**src/logic/rsw_pkg.sv**
```systemverilog
package rsw_pkg;

    localparam int unsigned CLK_HZ           = 50_000_000;
    localparam int unsigned CLK_PERIOD_NS    = 20;

    // Times as specified, in their own units
    localparam int unsigned HOLD_TIME_MS     = 140;
    localparam int unsigned WD_PERIOD_MS     = 1120;
    localparam int unsigned BTN_DELAY_NS     = 5000;
    localparam int unsigned GLITCH_NS        = 100;
    localparam int unsigned TICK_NS          = 1000;

    // Time base tick: 1 us
    localparam int unsigned TICK_CYCLES      = TICK_NS / CLK_PERIOD_NS;
    // Hold and watchdog intervals in ticks; least times round up
    localparam int unsigned HOLD_TICKS       = HOLD_TIME_MS * 1000;
    localparam int unsigned WD_TICKS         = WD_PERIOD_MS * 1000;
    // Button filter: longer than a glitch, well inside the press delay
    localparam int unsigned DEB_CYCLES_MIN   = (GLITCH_NS + CLK_PERIOD_NS - 1) / CLK_PERIOD_NS + 1;
    localparam int unsigned DEB_CYCLES       = (BTN_DELAY_NS / CLK_PERIOD_NS) / 4;
    localparam int unsigned WD_LOW_NUM       = 7;
    localparam int unsigned WD_FRAC_DEN      = 8;

    typedef struct packed {
        logic supply_low;
        logic button;
        logic watchdog;
    } rsw_cause_t;

    typedef struct packed {
        logic o;
        logic oe_n;
    } rsw_pull_t;

endpackage

```
**src/logic/rsw_debounce.sv**
```systemverilog
`timescale 1ns/1ns
module rsw_debounce
    import rsw_pkg::*;
#(
    parameter int unsigned CYCLES = DEB_CYCLES
) (
    input  wire logic i_clk,
    input  wire logic i_rst_n,
    input  wire logic i_sync,
    output logic      o_level
);
    localparam int unsigned CW = $clog2(CYCLES + 1);

    logic [CW-1:0] cnt_ff;
    logic [CW-1:0] nxt_cnt;
    logic          lvl_ff;
    wire           differs = (i_sync != lvl_ff);
    wire           done    = (cnt_ff == CW'(CYCLES - 1));

    // Level must hold steady CYCLES clocks; 100 ns glitches die here
    assign nxt_cnt = differs ? (done ? '0 : cnt_ff + CW'(1)) : '0;

    always_ff @(posedge i_clk or negedge i_rst_n) begin
        if (!i_rst_n) begin
            cnt_ff <= '0;
            lvl_ff <= 1'b1;
        end else begin
            cnt_ff <= nxt_cnt;
            if (differs && done) begin
                lvl_ff <= i_sync;
            end
        end
    end

    assign o_level = lvl_ff;
endmodule

```
**src/logic/rsw_top.sv**
```systemverilog
`timescale 1ns/1ns
module rsw_top
    import rsw_pkg::*;
#(
    parameter int unsigned TICK_CYC  = TICK_CYCLES,
    parameter int unsigned HOLD_TK   = HOLD_TICKS,
    parameter int unsigned WD_TK     = WD_TICKS,
    parameter int unsigned DEB_CYC   = DEB_CYCLES
) (
    input  wire logic i_clk,
    input  wire logic i_rst_n,
    input  wire logic i_supply_low,
    input  wire logic i_pushbutton_reset_n,
    input  wire logic i_watchdog_strobe_in,
    output logic      o_watchdog_strobe_out,
    output logic      o_watchdog_strobe_oe_n,
    output logic      o_reset_n,
    output logic      o_reset
);
    localparam int unsigned TW = $clog2(TICK_CYC + 1);
    localparam int unsigned HW = $clog2(HOLD_TK + 1);
    localparam int unsigned WW = $clog2(WD_TK + 1);
    localparam logic [WW-1:0] WD_LOW_TK = WW'(WD_TK / WD_FRAC_DEN * WD_LOW_NUM);

    typedef enum logic [1:0] {RSW_ASSERT, RSW_HOLD, RSW_RUN} rsw_state_t;

    // Pin synchronisers
    logic [1:0] sup_sync_ff;
    logic [1:0] btn_sync_ff;
    logic [1:0] wdi_sync_ff;
    logic       wdi_prev_ff;
    logic       btn_level;

    // Time base
    logic [TW-1:0] tick_cnt_ff;
    logic          tick_ff;

    rsw_state_t    state_ff;
    rsw_state_t    nxt_state;
    logic [HW-1:0] hold_cnt_ff;
    logic [HW-1:0] nxt_hold_cnt;
    logic [WW-1:0] wd_cnt_ff;
    logic [WW-1:0] nxt_wd_cnt;
    logic          wd_bite_ff;
    logic          float_ff;
    logic          rst_ff;
    logic          rst_n_ff;
    rsw_pull_t     pull_ff;
    rsw_cause_t    cause;

    rsw_debounce #(
        .CYCLES (DEB_CYC)
    ) u_debounce (
        .i_clk   (i_clk),
        .i_rst_n (i_rst_n),
        .i_sync  (btn_sync_ff[1]),
        .o_level (btn_level)
    );

    wire sup_low  = sup_sync_ff[1];
    wire watchdog_strobe_in      = wdi_sync_ff[1];
    wire wdi_edge = (watchdog_strobe_in != wdi_prev_ff);
    // Edges we caused ourselves by pulling do not count as a driver
    wire pulling  = !pull_ff.oe_n;
    wire own_edge = pulling && (watchdog_strobe_in == pull_ff.o);
    wire ext_edge = wdi_edge && !own_edge;
    wire wd_end   = (wd_cnt_ff == WW'(WD_TK - 1));
    wire hold_end = (hold_cnt_ff == HW'(HOLD_TK - 1));

    assign cause = '{
        supply_low: sup_low,
        button:     !btn_level,
        watchdog:   wd_bite_ff
    };
    wire   any_cause        = |cause;

    always_comb begin
        nxt_state    = state_ff;
        nxt_hold_cnt = hold_cnt_ff;
        case (state_ff)
            RSW_ASSERT: begin
                nxt_hold_cnt = '0;
                if (!any_cause) begin
                    nxt_state = RSW_HOLD;
                end
            end
            RSW_HOLD: begin
                if (any_cause) begin
                    nxt_state = RSW_ASSERT;
                end else if (tick_ff) begin
                    if (hold_end) begin
                        nxt_state = RSW_RUN;
                    end else begin
                        nxt_hold_cnt = hold_cnt_ff + HW'(1);
                    end
                end
            end
            RSW_RUN: begin
                if (any_cause) begin
                    nxt_state = RSW_ASSERT;
                end
            end
            default: nxt_state = RSW_ASSERT;
        endcase
    end

    // Watchdog runs only while reset is released
    always_comb begin
        nxt_wd_cnt = wd_cnt_ff;
        if (state_ff != RSW_RUN) begin
            nxt_wd_cnt = '0;
        end else if (ext_edge) begin
            nxt_wd_cnt = '0;
        end else if (tick_ff) begin
            nxt_wd_cnt = wd_end ? '0 : wd_cnt_ff + WW'(1);
        end
    end

    always_ff @(posedge i_clk or negedge i_rst_n) begin
        if (!i_rst_n) begin
            sup_sync_ff <= 2'h3;
            btn_sync_ff <= 2'h3;
            wdi_sync_ff <= 2'h0;
            wdi_prev_ff <= 1'b0;
        end else begin
            sup_sync_ff <= {sup_sync_ff[0], i_supply_low};
            btn_sync_ff <= {btn_sync_ff[0], i_pushbutton_reset_n};
            wdi_sync_ff <= {wdi_sync_ff[0], i_watchdog_strobe_in};
            wdi_prev_ff <= watchdog_strobe_in;
        end
    end

    always_ff @(posedge i_clk or negedge i_rst_n) begin
        if (!i_rst_n) begin
            tick_cnt_ff <= '0;
            tick_ff     <= 1'b0;
        end else begin
            tick_ff     <= (tick_cnt_ff == TW'(TICK_CYC - 1));
            tick_cnt_ff <= (tick_cnt_ff == TW'(TICK_CYC - 1)) ? '0 : tick_cnt_ff + TW'(1);
        end
    end

    always_ff @(posedge i_clk or negedge i_rst_n) begin
        if (!i_rst_n) begin
            state_ff    <= RSW_ASSERT;
            hold_cnt_ff <= '0;
            wd_cnt_ff   <= '0;
        end else begin
            state_ff    <= nxt_state;
            hold_cnt_ff <= nxt_hold_cnt;
            wd_cnt_ff   <= nxt_wd_cnt;
        end
    end

    // Floating detect: a pulled level read back means nobody drives the pin
    always_ff @(posedge i_clk or negedge i_rst_n) begin
        if (!i_rst_n) begin
            float_ff <= 1'b1;
        end else if (ext_edge || (pulling && watchdog_strobe_in != pull_ff.o && !wdi_edge)) begin
            float_ff <= 1'b0;
        end else if (pulling && own_edge && wdi_edge) begin
            float_ff <= 1'b1;
        end
    end

    // Bite only when driven; an open pin is self-serviced
    always_ff @(posedge i_clk or negedge i_rst_n) begin
        if (!i_rst_n) begin
            wd_bite_ff <= 1'b0;
        end else if (state_ff == RSW_ASSERT && !sup_low && btn_level) begin
            wd_bite_ff <= 1'b0;
        end else if (state_ff == RSW_RUN && tick_ff && wd_end && !ext_edge && !float_ff) begin
            wd_bite_ff <= 1'b1;
        end
    end

    // Weak pull is offered the clock after each RSW_RUN clock (oe_n high otherwise); a real driver simply overrides it
    always_ff @(posedge i_clk or negedge i_rst_n) begin
        if (!i_rst_n) begin
            pull_ff <= '{o: 1'b0, oe_n: 1'b1};
        end else begin
            pull_ff.oe_n <= (state_ff != RSW_RUN);
            pull_ff.o    <= (wd_cnt_ff >= WD_LOW_TK);
        end
    end

    // Two flops from one next state: both pins registered, never apart
    always_ff @(posedge i_clk or negedge i_rst_n) begin
        if (!i_rst_n) begin
            rst_ff   <= 1'b1;
            rst_n_ff <= 1'b0;
        end else begin
            rst_ff   <= (nxt_state != RSW_RUN);
            rst_n_ff <= (nxt_state == RSW_RUN);
        end
    end

    assign o_reset_n              = rst_n_ff;
    assign o_reset                = rst_ff;
    assign o_watchdog_strobe_out  = pull_ff.o;
    assign o_watchdog_strobe_oe_n = pull_ff.oe_n;
endmodule

```
**config.mk**
```make
export PLATFORM = sky130hd
export DESIGN_NAME = rsw_top
export DESIGN_NICKNAME = d
export VERILOG_FILES = /design/src/logic/rsw_pkg.sv /design/src/logic/rsw_debounce.sv /design/src/logic/rsw_top.sv
export SDC_FILE = /design/constraint.sdc
export NUM_CORES = 1
export LEC_CHECK = 0
export BUFFER_PORTS_ARGS = -buffer_cell sky130_fd_sc_hd__buf_2
export CAP_MARGIN = 20
export CORE_ASPECT_RATIO = 0.9
export CORE_MARGIN = 10
export CORE_UTILIZATION = 32
export DETAILED_ROUTE_END_ITERATION = 10
export REMOVE_ABC_BUFFERS = 1
export SETUP_SLACK_MARGIN = 0.5
export SLEW_MARGIN = 15
export SYNTH_ARGS = -nofsm -noshare
export SYNTH_HDL_FRONTEND = slang
export SYNTH_SLANG_ARGS = --single-unit
```
**constraint.sdc**
```tcl
create_clock -name i_clk -period 3.05 [get_ports i_clk]
set_clock_uncertainty 0.15 [all_clocks]
set_input_delay 0.305 -clock i_clk [delete_from_list [all_inputs] [get_ports i_clk]]
set_output_delay 0.305 -clock i_clk [all_outputs]
set_load 0.05 [all_outputs]
```
**Yosys cells after proc, flatten, opt, wreduce, memory -nomap -nowiden**

Cells that the tools add are included.

- Logic and storage cells: 87
- Register bits: 68
- Output and inout bits: 4

- Muxes and demuxes: 21
- Magnitude comparators: 1
- Reductions and logical operators: 28
- Equal/unequal tests: 16
- $add $sub $neg: 4

Operators with widths:

| cell | number |
|---|---|
| 21-bit 2-to-1 mux | 4 |
| 18-bit 2-to-1 mux | 3 |
| 18-bit case mux with 2 select lines | 1 |
| 21-bit by 1-bit adder with 21-bit output, second input constant | 1 |
| 21-bit equality test, second input constant | 1 |
| 21-bit by 20-bit >= comparator with 1-bit output, second input constant | 1 |
| 18-bit by 1-bit adder with 18-bit output, second input constant | 1 |
| 18-bit equality test, second input constant | 1 |
| 6-bit 2-to-1 mux | 3 |
| 1-bit logical AND | 13 |
| 6-bit by 1-bit adder with 6-bit output, second input constant | 2 |
| 6-bit equality test, second input constant | 2 |
| 2-bit 2-to-1 mux | 5 |
| 2-bit != test, second input constant | 5 |
| 1-bit zero test | 7 |
| 2-bit case mux with 3 select lines | 1 |
| 2-bit nonzero test | 3 |
| 2-bit equality test, second input constant | 2 |
| 1-bit 2-to-1 mux | 4 |
| 4-bit AND reduction | 1 |
| 1-bit != test | 3 |
| 3-bit nonzero test | 1 |
| 3-bit OR reduction | 1 |
| 2-bit by 1-bit equality test with 1-bit output, second input constant | 1 |
| other kinds (3) | 3 |

**Depth between registers and ports, before layout**

Gate-level depths: netlist (run 1).

- Word-level depth: 9
- Depth in mapped cells: 7
- Depth with buffers taken out: 6

**Hierarchy**

Synthesis (run 1) repeated with hierarchy kept, for this count alone.

- Cells, all modules: 341
- Area total of the unflattened synthesis: 3470.8 µm²

By module, submodules not included:

| module | area each (µm²) | seq. area each (µm²) | times used | cells an instance |
|---|---|---|---|---|
| rsw_top | 3143.0 | 1535.2 | 1 | 311 |
| rsw_debounce | 327.8 | 176.4 | 1 | 30 |

**Least setup slack after synthesis (run 1)**

OpenSTA, ideal clock, no wires.

- Path kind: register to register
- From: register state_ff[1]
- To: register hold_cnt_ff[12]
- Path slack: 0.713 ns
- Stages on the path, launching flop included: 7
- Setup time: 0.132 ns
- Data required time: 2.768 ns
- Data arrival time: 2.055 ns
- Period minus slack after synthesis: 2.337 ns
- Cells stage by stage: dfrtp_1 > clkbuf_1 > or4b_1 > or4_4 > nor4b_2 > xnor2_1 > nor2_1

- Word-level cells in the longest chain between the ends: 3
- Elaborated cells on any way between the ends: 8
- Those cells by class: eq/ne: 4; mux: 1; reduce/logical: 3

Ends and longest elaborated chain:

| item | RTL line | source |
|---|---|---|
| from (decl) | rsw_top.sv:38 | `rsw_state_t state_ff;` |
| from (signal assigned) | rsw_top.sv:149 | `state_ff <= nxt_state;` |
| 2-bit by 1-bit equality test with 1-bit output or 2-bit zero test (tied branches) | rsw_top.sv:80 | `case (state_ff)` |
| 2-bit != test (no source line) or 2-bit nonzero test (tied branches) | - |  |
| 4-bit AND reduction (no source line) | - |  |
| to (signal assigned) | rsw_top.sv:150 | `hold_cnt_ff <= nxt_hold_cnt;` |
| to (decl) | rsw_top.sv:40 | `logic [HW-1:0] hold_cnt_ff;` |

Several ways; a longest one is shown, not always the timed one.
A chain may end at the register's enable or synchronous reset.

**Final worst setup path (run 1)**

- From: register u_debounce.lvl_ff (netlist: u_debounce.o_level)
- To: register hold_cnt_ff[14]

- Word-level cells in the longest chain between the ends: 4

Ends and longest elaborated chain:

| item | RTL line | source |
|---|---|---|
| from (decl) | rsw_debounce.sv:16 | `logic lvl_ff;` |
| from (signal assigned) | rsw_debounce.sv:30 | `lvl_ff <= i_sync;` |
| 1-bit zero test | rsw_top.sv:72 | `button: !btn_level,` |
| 3-bit OR reduction | rsw_top.sv:75 | `wire any_cause = \|cause;` |
| 2-bit != test (no source line) | - |  |
| 4-bit AND reduction (no source line) | - |  |

No other way between the ends.

==> results.tsv, run 1 <==
stage	metric	value	unit
sta	Slew Limit Fails	0	
clock_network	Clock Sinks	68	
global_routing	number of global-route vias before repair	2632	
drt	Vias	2697	
floorplan	Vert. Die Dim	119	um
placed_design	post-DP HPWL	4.89	mm
drt	ANT nets after route	0	
clock_network	CTS tree	built	
pwr	switch share	21.0	%
cells_and_area	fin cells	511	
logic_synthesis	sequential area share after synthesis	48.8	%
setup_path	crit end category	register	
setup_path	Arrival @ worst endpoint	2.49	ns
pwr	PwrDens	511	nW/um^2
sta	final setup fails	0	
cells_and_area	Final nets	385	
logic_synthesis	yosys warns	0	
sta	Final Hold Fails	0	
clock_network	CTS buffer count	9	
cells_and_area	Layout area overhead	16.3	%
floorplan	IO Count	9	
logic_synthesis	Post-Synthesis Cells	356	
placed_design	IO Port Bufs	8	
clock_network	H-tree lvl count	3	
logic_synthesis	top_reg_cell synth	dfrtp_1	
cells_and_area	design area	4080	um^2
floorplan	num rows	36	
logic_synthesis	Yosys cell types	55	
logic_synthesis	Mapped Avg Cell Area	9.86	um^2
logic_synthesis	Commonest cells post-synth	dfrtp_1 (60), nor2_1 (42), nand2_1 (24)	
global_routing	initial antenna violation count	0	
sta	period utilization	79.5	%
pwr	leak pwr	0.00157	uW
pwr	NetSw	437	uW
setup_path	peak fanout along the critical path	6	
sta	unrepaired setup endpoints after global routing	no	
drt	average wire per standard cell	13.8	um
setup_path	Critical Path RT	3.11	ns
floorplan	CORE AREA	10800	um^2
placed_design	RD Place Congestion	0.863	
sta	Max-slew headroom	51.1	%
cells_and_area	# diodes	0	
drt	WL final	7.07	mm
global_routing	largest net degree at the start of global routing	39	
sta	final setup TNS	0	ns
clock_network	Setup Buffers After CTS	0	
logic_synthesis	Post-synth EDFFs	0	
drt	via density per instance	5.28	
placed_design	dpl cells	491	
floorplan	Initial Util	32.6	%
run_status	status	completed	
clock_network	latest clock arrival within the worst-skew pair	0.33	ns
drt	DRT Pass-1 Iters	4	
logic_synthesis	Area contributors post-synth	dfrtp_1 (43%), dfstp_2 (6.0%), nor2_1 (4.5%)	
clock_network	clk buf depth	2	
clock_network	Root Buffer Master	clkbuf_16	
sta	worst slew pin tran	0.734	ns
cells_and_area	fin util	37.9	%
drt	Post-route DRC	0	
global_routing	GRT Residual Overflow	0	
logic_synthesis	largest area contributor in the netlist	dfrtp_1	
logic_synthesis	Async SR Flop Fraction	100	%
hold_path	hold crit path type	register to register	
logic_synthesis	Synth Register Bits	68	
sta	worst hold slack	0.202	ns
floorplan	die width	130	um
run	Max-Cap Viols	0	
logic_synthesis	post-synth top area share	42.8	%
pwr	Gate power share	1.8	%
clock_network	Clock Pin Slew Worst Setup and Hold Paths	0.06	ns
setup_path	Setup Crit Path Kind	register to register	
logic_synthesis	Cell Area, Synth	3510	um^2
drt	initial drt markers	195	
logic_synthesis	most frequent cell after synthesis	dfrtp_1	
pwr	Reg power frac	44.1	%
placed_design	Post-DP Area	3700	um^2
pwr	clock power share	54.2	%
global_routing	total track usage	9.84	%
cells_and_area	layout cells sized above 1	15.3	%
pwr	P_int	1650	uW
pwr	VDD IR max	0.372	mV
setup_path	Setup crit start kind	register	
global_routing	first-pass GRT wire length	12.6	mm
sta	minimum clock period	2.43	ns
floorplan	Die ar.	15600	um^2
sta	FMAX	0.412	GHz
## worst paths after layout
path,slack [ns],endpoint,cells after the start,start
worst max-delay path,0.62,hold_cnt_ff[14]$_DFFE_PN0P_,5,u_debounce.o_level$_DFFE_PN1P_
worst min-delay path,0.20,wdi_sync_ff[1]$_DFF_PN0_,0,wdi_sync_ff[0]$_DFF_PN0_
worst max register to register,0.62,hold_cnt_ff[14]$_DFFE_PN0P_,5,u_debounce.o_level$_DFFE_PN1P_
worst min register to register,0.20,wdi_sync_ff[1]$_DFF_PN0_,0,wdi_sync_ff[0]$_DFF_PN0_
max in group asynchronous,1.61,btn_sync_ff[1]$_DFF_PN1_,3,i_rst_n
min in group asynchronous,0.44,tick_cnt_ff[5]$_DFF_PN0_,2,i_rst_n
## power by group through the flow
stage	Sequential, uW	Clock, uW	Combinational [uW]
after floorplan	933	0	9.69
after global placement	934	0	34.7
after detailed placement	934	0	35.1
after CTS	918	1160	39.0
after global routing	919	1200	44.2
final	918	1130	37.0
## worst max-delay path, stage by stage, from the launching register on
cell,delay [ns]
dfstp_2,0.57
or4b_1,0.51
or4_4,0.57
nor4b_2,0.31
xnor2_1,0.15
nor2_1,0.05
## timing repair
action                                 4_1_cts  5_1_grt
hold buffers                                 4        0
endpoints found under the hold margin       32        0
setup endpoints to repair                    0        5
resized for setup                            0        3
## sequential cells by signal, indices dropped and copies added (netlist names)
name	cells
wdi_prev_ff	1
o_watchdog_strobe_oe_n	1
float_ff	1
hold_cnt_ff	18
sup_sync_ff	2
u_debounce.cnt_ff	6
u_debounce.o_level	1
tick_cnt_ff	6
wd_cnt_ff	21
state_ff	2
o_reset_n	1
btn_sync_ff	2
wdi_sync_ff	2
o_reset	1
tick_ff	1
wd_bite_ff	1
o_watchdog_strobe_out	1
## routing by layer
layer / vias up / share of wire [%] / GRT usage (%)
met4: 0 / 1.5 / 3.96
met3: 10 / 4.7 / 2.66
met5: - / 0 / 0
li1: 1330 / - / -
met1: 1299 / 49 / 12.9
met2: 58 / 45 / 15.0
## cells in the final DEF (no fill, tap or decap), types with 11 or more instances in the layout
cell type	count
a21oi_1	14
and3_1	11
dfrtp_1	60
inv_1	11
nand2_1	24
nand3_1	21
nand4_1	11
nor2_1	41
o21ai_0	19
xnor2_1	13
xor2_1	11
## final cells by class
cell class | instances | area [um^2]
fillers | 1027 | 6680
flip-flops and latches | 68 | 1710
multi-input cells | 263 | 1690
clock buffers | 9 | 225
well taps | 133 | 166
repair buffers | 19 | 145
clock inverters | 7 | 100
inverters | 12 | 45.0
## metrics by stage
stage,total power [uW],setup WS (ns)
final,2080,0.624
after global routing,2160,0.521
after CTS,2110,0.575
after detailed placement,970,0.580
after global placement,969,0.647
after floorplan,943,0.639
## cells by family after synthesis
logic type	synth area share (%)
AO/OA/AOI/OAI	12.0
XOR/XNOR	5.99
adder cells (fa/ha/maj)	2.50
buffers and inverters	3.56
flip-flops	48.8
multiplexers	0.642
AND/OR/NAND/NOR	26.6
(Power assumes the default switching activity.)
==> run 2: changes to the inputs <==
==> constraint.sdc (replaced) <==
create_clock -name i_clk -period 2 [get_ports i_clk]
set_clock_uncertainty 0.15 [all_clocks]
set_input_delay 0.2 -clock i_clk [delete_from_list [all_inputs] [get_ports i_clk]]
set_output_delay 0.2 -clock i_clk [all_outputs]
set_load 0.05 [all_outputs]
==> run 2 against run 1 <==
Against the previous run: the flow now finishes with violations (setup timing); cell count increased by 18%; first-iteration DRC count rose by 23%; fmax up 4.3%; sequential cell count unchanged; critical path type unchanged; highest routed layer unchanged.
==> results.tsv, run 2 (same netlist as run 1, synthesis figures left out) <==
stage	metric	value	unit
clock_network	Root Buffer Master	clkbuf_16	
setup_path	Setup crit start kind	register	
run	Max-Cap Viols	0	
sta	Max-slew headroom	63.1	%
global_routing	first-pass GRT wire length	15.7	mm
drt	Vias	3142	
hold_path	Worst Hold Depth	0	
placed_design	Post-DP Area	4180	um^2
setup_path	Arrival @ worst endpoint	2.39	ns
cells_and_area	largest registers	wd_cnt_ff (21), hold_cnt_ff (18)	
pwr	PwrDens	581	nW/um^2
cells_and_area	# diodes	0	
cells_and_area	fin util	49.1	%
clock_network	clk buf depth	2	
clock_network	latest clock arrival within the worst-skew pair	0.33	ns
cells_and_area	most frequent cells in the layout	buf_4 (70), dfrtp_1 (59), nor2_1 (34)	
sta	worst hold slack	0.207	ns
drt	ANT nets after route	0	
global_routing	initial antenna violation count	0	
drt	initial drt markers	240	
hold_path	hold crit path type	register to register	
sta	Slew Limit Fails	0	
placed_design	IO Port Bufs	8	
run_status	status	finished, violations left	
clock_network	H-tree lvl count	3	
cells_and_area	Biggest register	wd_cnt_ff	
floorplan	die width	130	um
floorplan	IO Count	9	
floorplan	Initial Util	32.6	%
drt	WL final	9.20	mm
drt	via density per instance	5.20	
global_routing	number of global-route vias before repair	3200	
sta	period utilization	116	%
cells_and_area	design area	5290	um^2
sta	final setup fails	27	
setup_path	peak fanout along the critical path	5	
cells_and_area	total of fill cells in the finished design	909	
pwr	leak pwr	0.00215	uW
placed_design	post-DP HPWL	5.52	mm
sta	worst setup margin	-0.326	ns
run_status	failing checks	setup timing	
drt	average wire per standard cell	15.2	um
placed_design	RD Place Congestion	0.832	
placed_design	worst slack at placement	-0.345	ns
sta	minimum clock period	2.33	ns
global_routing	largest net degree at the start of global routing	69	
clock_network	Clock Sinks	68	
global_routing	total track usage	12.2	%
cells_and_area	commonest non-fill, non-tap cell in the layout	buf_4	
cells_and_area	Final nets	478	
sta	Final Hold Fails	0	
drt	DRT Pass-1 Iters	4	
pwr	VDD IR max	0.477	mV
sta	FMAX	0.430	GHz
setup_path	Setup Crit Path Kind	register to register	
cells_and_area	Layout area overhead	50.7	%
clock_network	CTS buffer count	9	
clock_network	Clock Pin Slew Worst Setup and Hold Paths	0.06	ns
sta	unrepaired setup endpoints after global routing	yes	
setup_path	Critical Path RT	2.07	ns
floorplan	num rows	36	
floorplan	Die ar.	15600	um^2
setup_path	R2R cell count	5	
floorplan	Vert. Die Dim	119	um
sta	worst slew pin tran	0.552	ns
setup_path	crit end category	register	
cells_and_area	Largest register FFs	21	
floorplan	CORE AREA	10800	um^2
cells_and_area	layout cells sized above 1	43.9	%
clock_network	CTS tree	built	
drt	Post-route DRC	0	
global_routing	GRT Residual Overflow	0	
run 2: changes by cell type in the layout (fill, tap and decap cells not counted), sizes merged:
cell	change
buf	+93
bufinv	-1
clkinv	-1
clkinvlp	+1
inv	+1
run 2: through the flow:
step | instances | TNS (ns) | power (uW)
final | 604 | -3.39 | 3070
after global routing | 604 | -5.80 | 3180
after CTS | 595 | -2.47 | 3100
after detailed placement | 553 | -4.36 | 1480
after global placement | 553 | -3.81 | 1480
after floorplan | 343 | -6.25 | 1440
run 2: final cells by class:
type	instances	area (um^2)	area share [%]
inverters	12	45.0	0.851
clock buffers	9	225	4.26
clock inverters	7	73.8	1.40
well taps	133	166	3.15
repair buffers	112	976	18.4
flip-flops and latches	68	1710	32.4
multi-input cells	263	2090	39.5
run 2: worst paths after layout:
path | from | to | slack [ns]
max reg2reg | u_debounce.o_level$_DFFE_PN1P_ | hold_cnt_ff[12]$_DFFE_PN0P_ | -0.33
min reg2reg | sup_sync_ff[0]$_DFF_PN1_ | sup_sync_ff[1]$_DFF_PN1_ | 0.21
max | u_debounce.o_level$_DFFE_PN1P_ | hold_cnt_ff[12]$_DFFE_PN0P_ | -0.33
min in group asynchronous | i_rst_n | hold_cnt_ff[17]$_DFFE_PN0P_ | 0.26
min | sup_sync_ff[0]$_DFF_PN1_ | sup_sync_ff[1]$_DFF_PN1_ | 0.21
max in group asynchronous | i_rst_n | o_watchdog_strobe_oe_n$_DFF_PN1_ | 1.09
run 2: power breakdown:
group	switching [uW]	internal [uW]	total [uW]
registers	9.22	1390	1400
logic	40.8	23.0	63.8
clock network	636	971	1610
total	686	2390	3070
run 2: timing repair:
action / 4_1_cts / 5_1_grt
resized for setup: 78 / 49
pin swaps: 46 / 37
hold buffers: 4 / 0
setup endpoints to repair: 44 / 56
gates cloned: 1 / 0
buffers inserted: 21 / 9
endpoints found under the hold margin: 63 / 0
run 2: worst max-delay path, cell delays in order, from the launching register on:
cell and delay, ns:
dfstp_2 0.53, or4b_4 0.46, or4_4 0.58, nor4b_4 0.27, xnor2_1 0.16, nor2_1 0.05
run 2: layer usage:
layer,share of wire [%],wire length (um),global-route usage [%]
met1,47,4310,16.6
met2,49,4480,18.8
met3,3.6,330,3.24
met4,0.87,80,3.33
met5,0,0,0
==> run 3: changes to the inputs <==
--- a/config.mk
+++ b/config.mk
@@ -5,12 +5,13 @@
 export SDC_FILE = /design/constraint.sdc
 export NUM_CORES = 1
 export LEC_CHECK = 0
+export ABC_AREA = 1
 export BUFFER_PORTS_ARGS = -buffer_cell sky130_fd_sc_hd__buf_2
 export CAP_MARGIN = 20
 export CORE_ASPECT_RATIO = 0.9
-export CORE_MARGIN = 10
 export CORE_UTILIZATION = 32
 export DETAILED_ROUTE_END_ITERATION = 10
+export GPL_ROUTABILITY_DRIVEN = 0
 export REMOVE_ABC_BUFFERS = 1
 export SETUP_SLACK_MARGIN = 0.5
 export SLEW_MARGIN = 15
==> run 3 against run 2 <==
Against the previous run: non-clock buffer count is 67 lower; clock-buffer cell count is 1 higher; first-iteration DRC count is 28% lower; critical endpoint is now hold_cnt_ff[7]$_DFFE_PN0P_; combinational power is 9.1% higher; sequential cell count stayed put; fmax is 35% higher; global-route usage is 2.6 points higher; total power is 5.1% higher; the run now ends clean; synthesized area is 8.2% higher; synthesized cell count is 42% higher.
==> results.tsv, run 3 <==
stage	metric	value	unit
setup_path	crit end category	register	
drt	average wire per standard cell	11.8	um
logic_synthesis	sequential area share after synthesis	45.1	%
global_routing	initial antenna violation count	0	
setup_path	Arrival @ worst endpoint	1.79	ns
logic_synthesis	yosys warns	0	
floorplan	IO Count	9	
floorplan	CORE AREA	11500	um^2
global_routing	total track usage	14.8	%
setup_path	peak fanout along the critical path	6	
logic_synthesis	top_reg_cell synth	dfrtp_1	
logic_synthesis	Mapped Avg Cell Area	7.49	um^2
cells_and_area	commonest non-fill, non-tap cell in the layout	nand2_1	
floorplan	die width	117	um
placed_design	Post-DP Area	4020	um^2
logic_synthesis	post-synthesis compound-gate area fraction	5.04	%
pwr	leak pwr	0.00229	uW
global_routing	GRT Residual Overflow	0	
hold_path	Hold Path Sink	wdi_sync_ff[1]$_DFF_PN0_	
sta	minimum clock period	1.72	ns
global_routing	first-pass GRT wire length	14.4	mm
logic_synthesis	xor and xnor area share after synthesis	5.77	%
floorplan	Vert. Die Dim	105	um
logic_synthesis	Post-Synthesis Cells	507	
cells_and_area	Largest register FFs	21	
sta	FMAX	0.581	GHz
clock_network	Root Buffer Master	clkbuf_16	
logic_synthesis	Area contributors post-synth	dfrtp_1 (40%), nand2_1 (15%), nand3_1 (6.7%)	
logic_synthesis	Cell Area, Synth	3800	um^2
cells_and_area	design area	4960	um^2
logic_synthesis	largest area contributor in the netlist	dfrtp_1	
run_status	status	completed	
cells_and_area	total of fill cells in the finished design	1142	
logic_synthesis	Post-synth EDFFs	0	
clock_network	Clock Pin Slew Worst Setup and Hold Paths	0.06	ns
logic_synthesis	most frequent cell after synthesis	nand2_1	
cells_and_area	layout cells sized above 1	25.6	%
logic_synthesis	main combinational cell family by area after synthesis	simple AND/OR/NAND/NOR gates	
global_routing	number of global-route vias before repair	3096	
sta	final setup fails	0	
pwr	Tot Pwr	3230	uW
logic_synthesis	Synth Register Bits	68	
run	Max-Cap Viols	0	
setup_path	reg2reg end	hold_cnt_ff[7]$_DFFE_PN0P_	
logic_synthesis	Async SR Flop Fraction	100	%
sta	worst slew pin tran	0.449	ns
clock_network	CTS tree	built	
logic_synthesis	Yosys cell types	34	
pwr	PwrDens	651	nW/um^2
setup_path	R2R cell count	9	
floorplan	num rows	37	
clock_network	clk buf depth	2	
clock_network	CTS buffer count	9	
global_routing	largest net degree at the start of global routing	36	
drt	Post-route DRC	0	
clock_network	Clock Sinks	68	
cells_and_area	Biggest register	wd_cnt_ff	
setup_path	origin of the critical flop-to-flop path	hold_cnt_ff[14]$_DFFE_PN0P_	
hold_path	worst hold path startpoint	wdi_sync_ff[0]$_DFF_PN0_	
logic_synthesis	post-synth top area share	39.6	%
cells_and_area	Final nets	569	
hold_path	hold crit path type	register to register	
sta	period utilization	86.1	%
placed_design	IO Port Bufs	8	
pwr	VDD IR max	0.361	mV
logic_synthesis	Post-Synth Simple-Gate Area	33.9	%
cells_and_area	most frequent cells in the layout	nand2_1 (124), inv_1 (58), dfrtp_1 (57)	
floorplan	Die ar.	12300	um^2
clock_network	latest clock arrival within the worst-skew pair	0.33	ns
drt	via density per instance	4.59	
drt	DRT Pass-1 Iters	5	
sta	unrepaired setup endpoints after global routing	yes	
hold_path	Worst Hold Depth	0	
setup_path	Setup crit start kind	register	
sta	final setup TNS	0	ns
sta	worst hold slack	0.201	ns
sta	Slew Limit Fails	0	
cells_and_area	Layout area overhead	30.6	%
floorplan	Initial Util	33.1	%
setup_path	Setup Crit Path Kind	register to register	
sta	Max-slew headroom	70.1	%
drt	WL final	8.48	mm
logic_synthesis	Post-Synth Adder-Cell Area	2.31	%
drt	Vias	3296	
setup_path	FF-to-FF setup slack	0.28	ns
drt	initial drt markers	173	
logic_synthesis	Commonest cells post-synth	nand2_1 (148), nor2_1 (65), inv_1 (63)	
sta	Final Hold Fails	0	
cells_and_area	largest registers	wd_cnt_ff (21), hold_cnt_ff (18)	
placed_design	post-DP HPWL	5.26	mm
logic_synthesis	mux contribution to synthesized area	0	%
cells_and_area	# diodes	0	
setup_path	Critical Path RT	2.07	ns
drt	ANT nets after route	0	
clock_network	H-tree lvl count	3	
## run 3: power by group
part,switching [uW],internal (uW)
clock network,618,1140
registers,10.4,1400
logic,44.4,25.2
## run 3: how the worst max path moves through the flow
stage                                         start                     endpoint  slack (ns)  depth (start not counted)
finish                  hold_cnt_ff[14]$_DFFE_PN0P_   hold_cnt_ff[7]$_DFFE_PN0P_        0.28                          9
global route             hold_cnt_ff[0]$_DFFE_PN0P_   hold_cnt_ff[3]$_DFFE_PN0P_        0.20                         11
CTS                      hold_cnt_ff[1]$_DFFE_PN0P_  hold_cnt_ff[11]$_DFFE_PN0P_        0.31                         11
detailed placement       hold_cnt_ff[0]$_DFFE_PN0P_  hold_cnt_ff[10]$_DFFE_PN0P_        0.13                         10
global placement         hold_cnt_ff[0]$_DFFE_PN0P_  hold_cnt_ff[17]$_DFFE_PN0P_        0.18                         10
floorplan           o_watchdog_strobe_out$_DFF_PN0_    wd_cnt_ff[19]$_DFFE_PN0P_       -0.09                          8
## run 3: critical path, cell delays in order (launching register included)
cell and delay, ns:
dfrtp_1 0.43, nor2_1 0.12, nand3_1 0.17, nor2_1 0.17, nand2_1 0.11, nand2_4 0.11, nand2_8 0.09, buf_6 0.16
nand2_1 0.06, nand2_1 0.05
## run 3: metal layers
| layer | global-route usage (%) | part of all wire, % |
|---|---|---|
| met1 | 19.6 | 48 |
| met2 | 24.0 | 48 |
| met3 | 3.45 | 2.8 |
| met4 | 4.52 | 1.4 |
| met5 | 0 | 0 |
## run 3: timing repair
action | 4_1_cts | 5_1_grt
resized for setup | 67 | 44
setup endpoints to repair | 44 | 47
buffers inserted | 16 | 8
endpoints found under the hold margin | 63 | 0
hold buffers | 4 | 0
pin swaps | 25 | 17
cloned | 5 | 0
## run 3: logic make-up (layout without fill, tap and decap cells)
logic type	after synthesis	count (layout)
adders and majority gates	7	7
AOI/OAI and AO/OA	35	35
DFF	68	68
buffers and inverters	73	127
xor gates and xnor gates	25	25
and+or+nand+nor	299	300
## run 3: through the flow
stage | instances | setup WS [ns] | utilization (%)
6_report | 718 | 0.277 | 43.2
3_3_place_gp | 669 | 0.177 | 35.0
4_1_cts | 710 | 0.314 | 41.4
5_1_grt | 718 | 0.205 | 43.2
2_1_floorplan | 500 | -0.0937 | -
3_5_place_dp | 669 | 0.128 | 35.0
## run 3: final cells by class
type | count | area (um^2) | share of cell area, %
well taps | 156 | 195 | 3.94
clock inverters | 6 | 95.1 | 1.92
flip-flops and latches | 68 | 1720 | 34.6
repair buffers | 45 | 373 | 7.52
multi-input cells | 367 | 2080 | 42.0
clock buffers | 10 | 239 | 4.82
inverters | 66 | 259 | 5.22
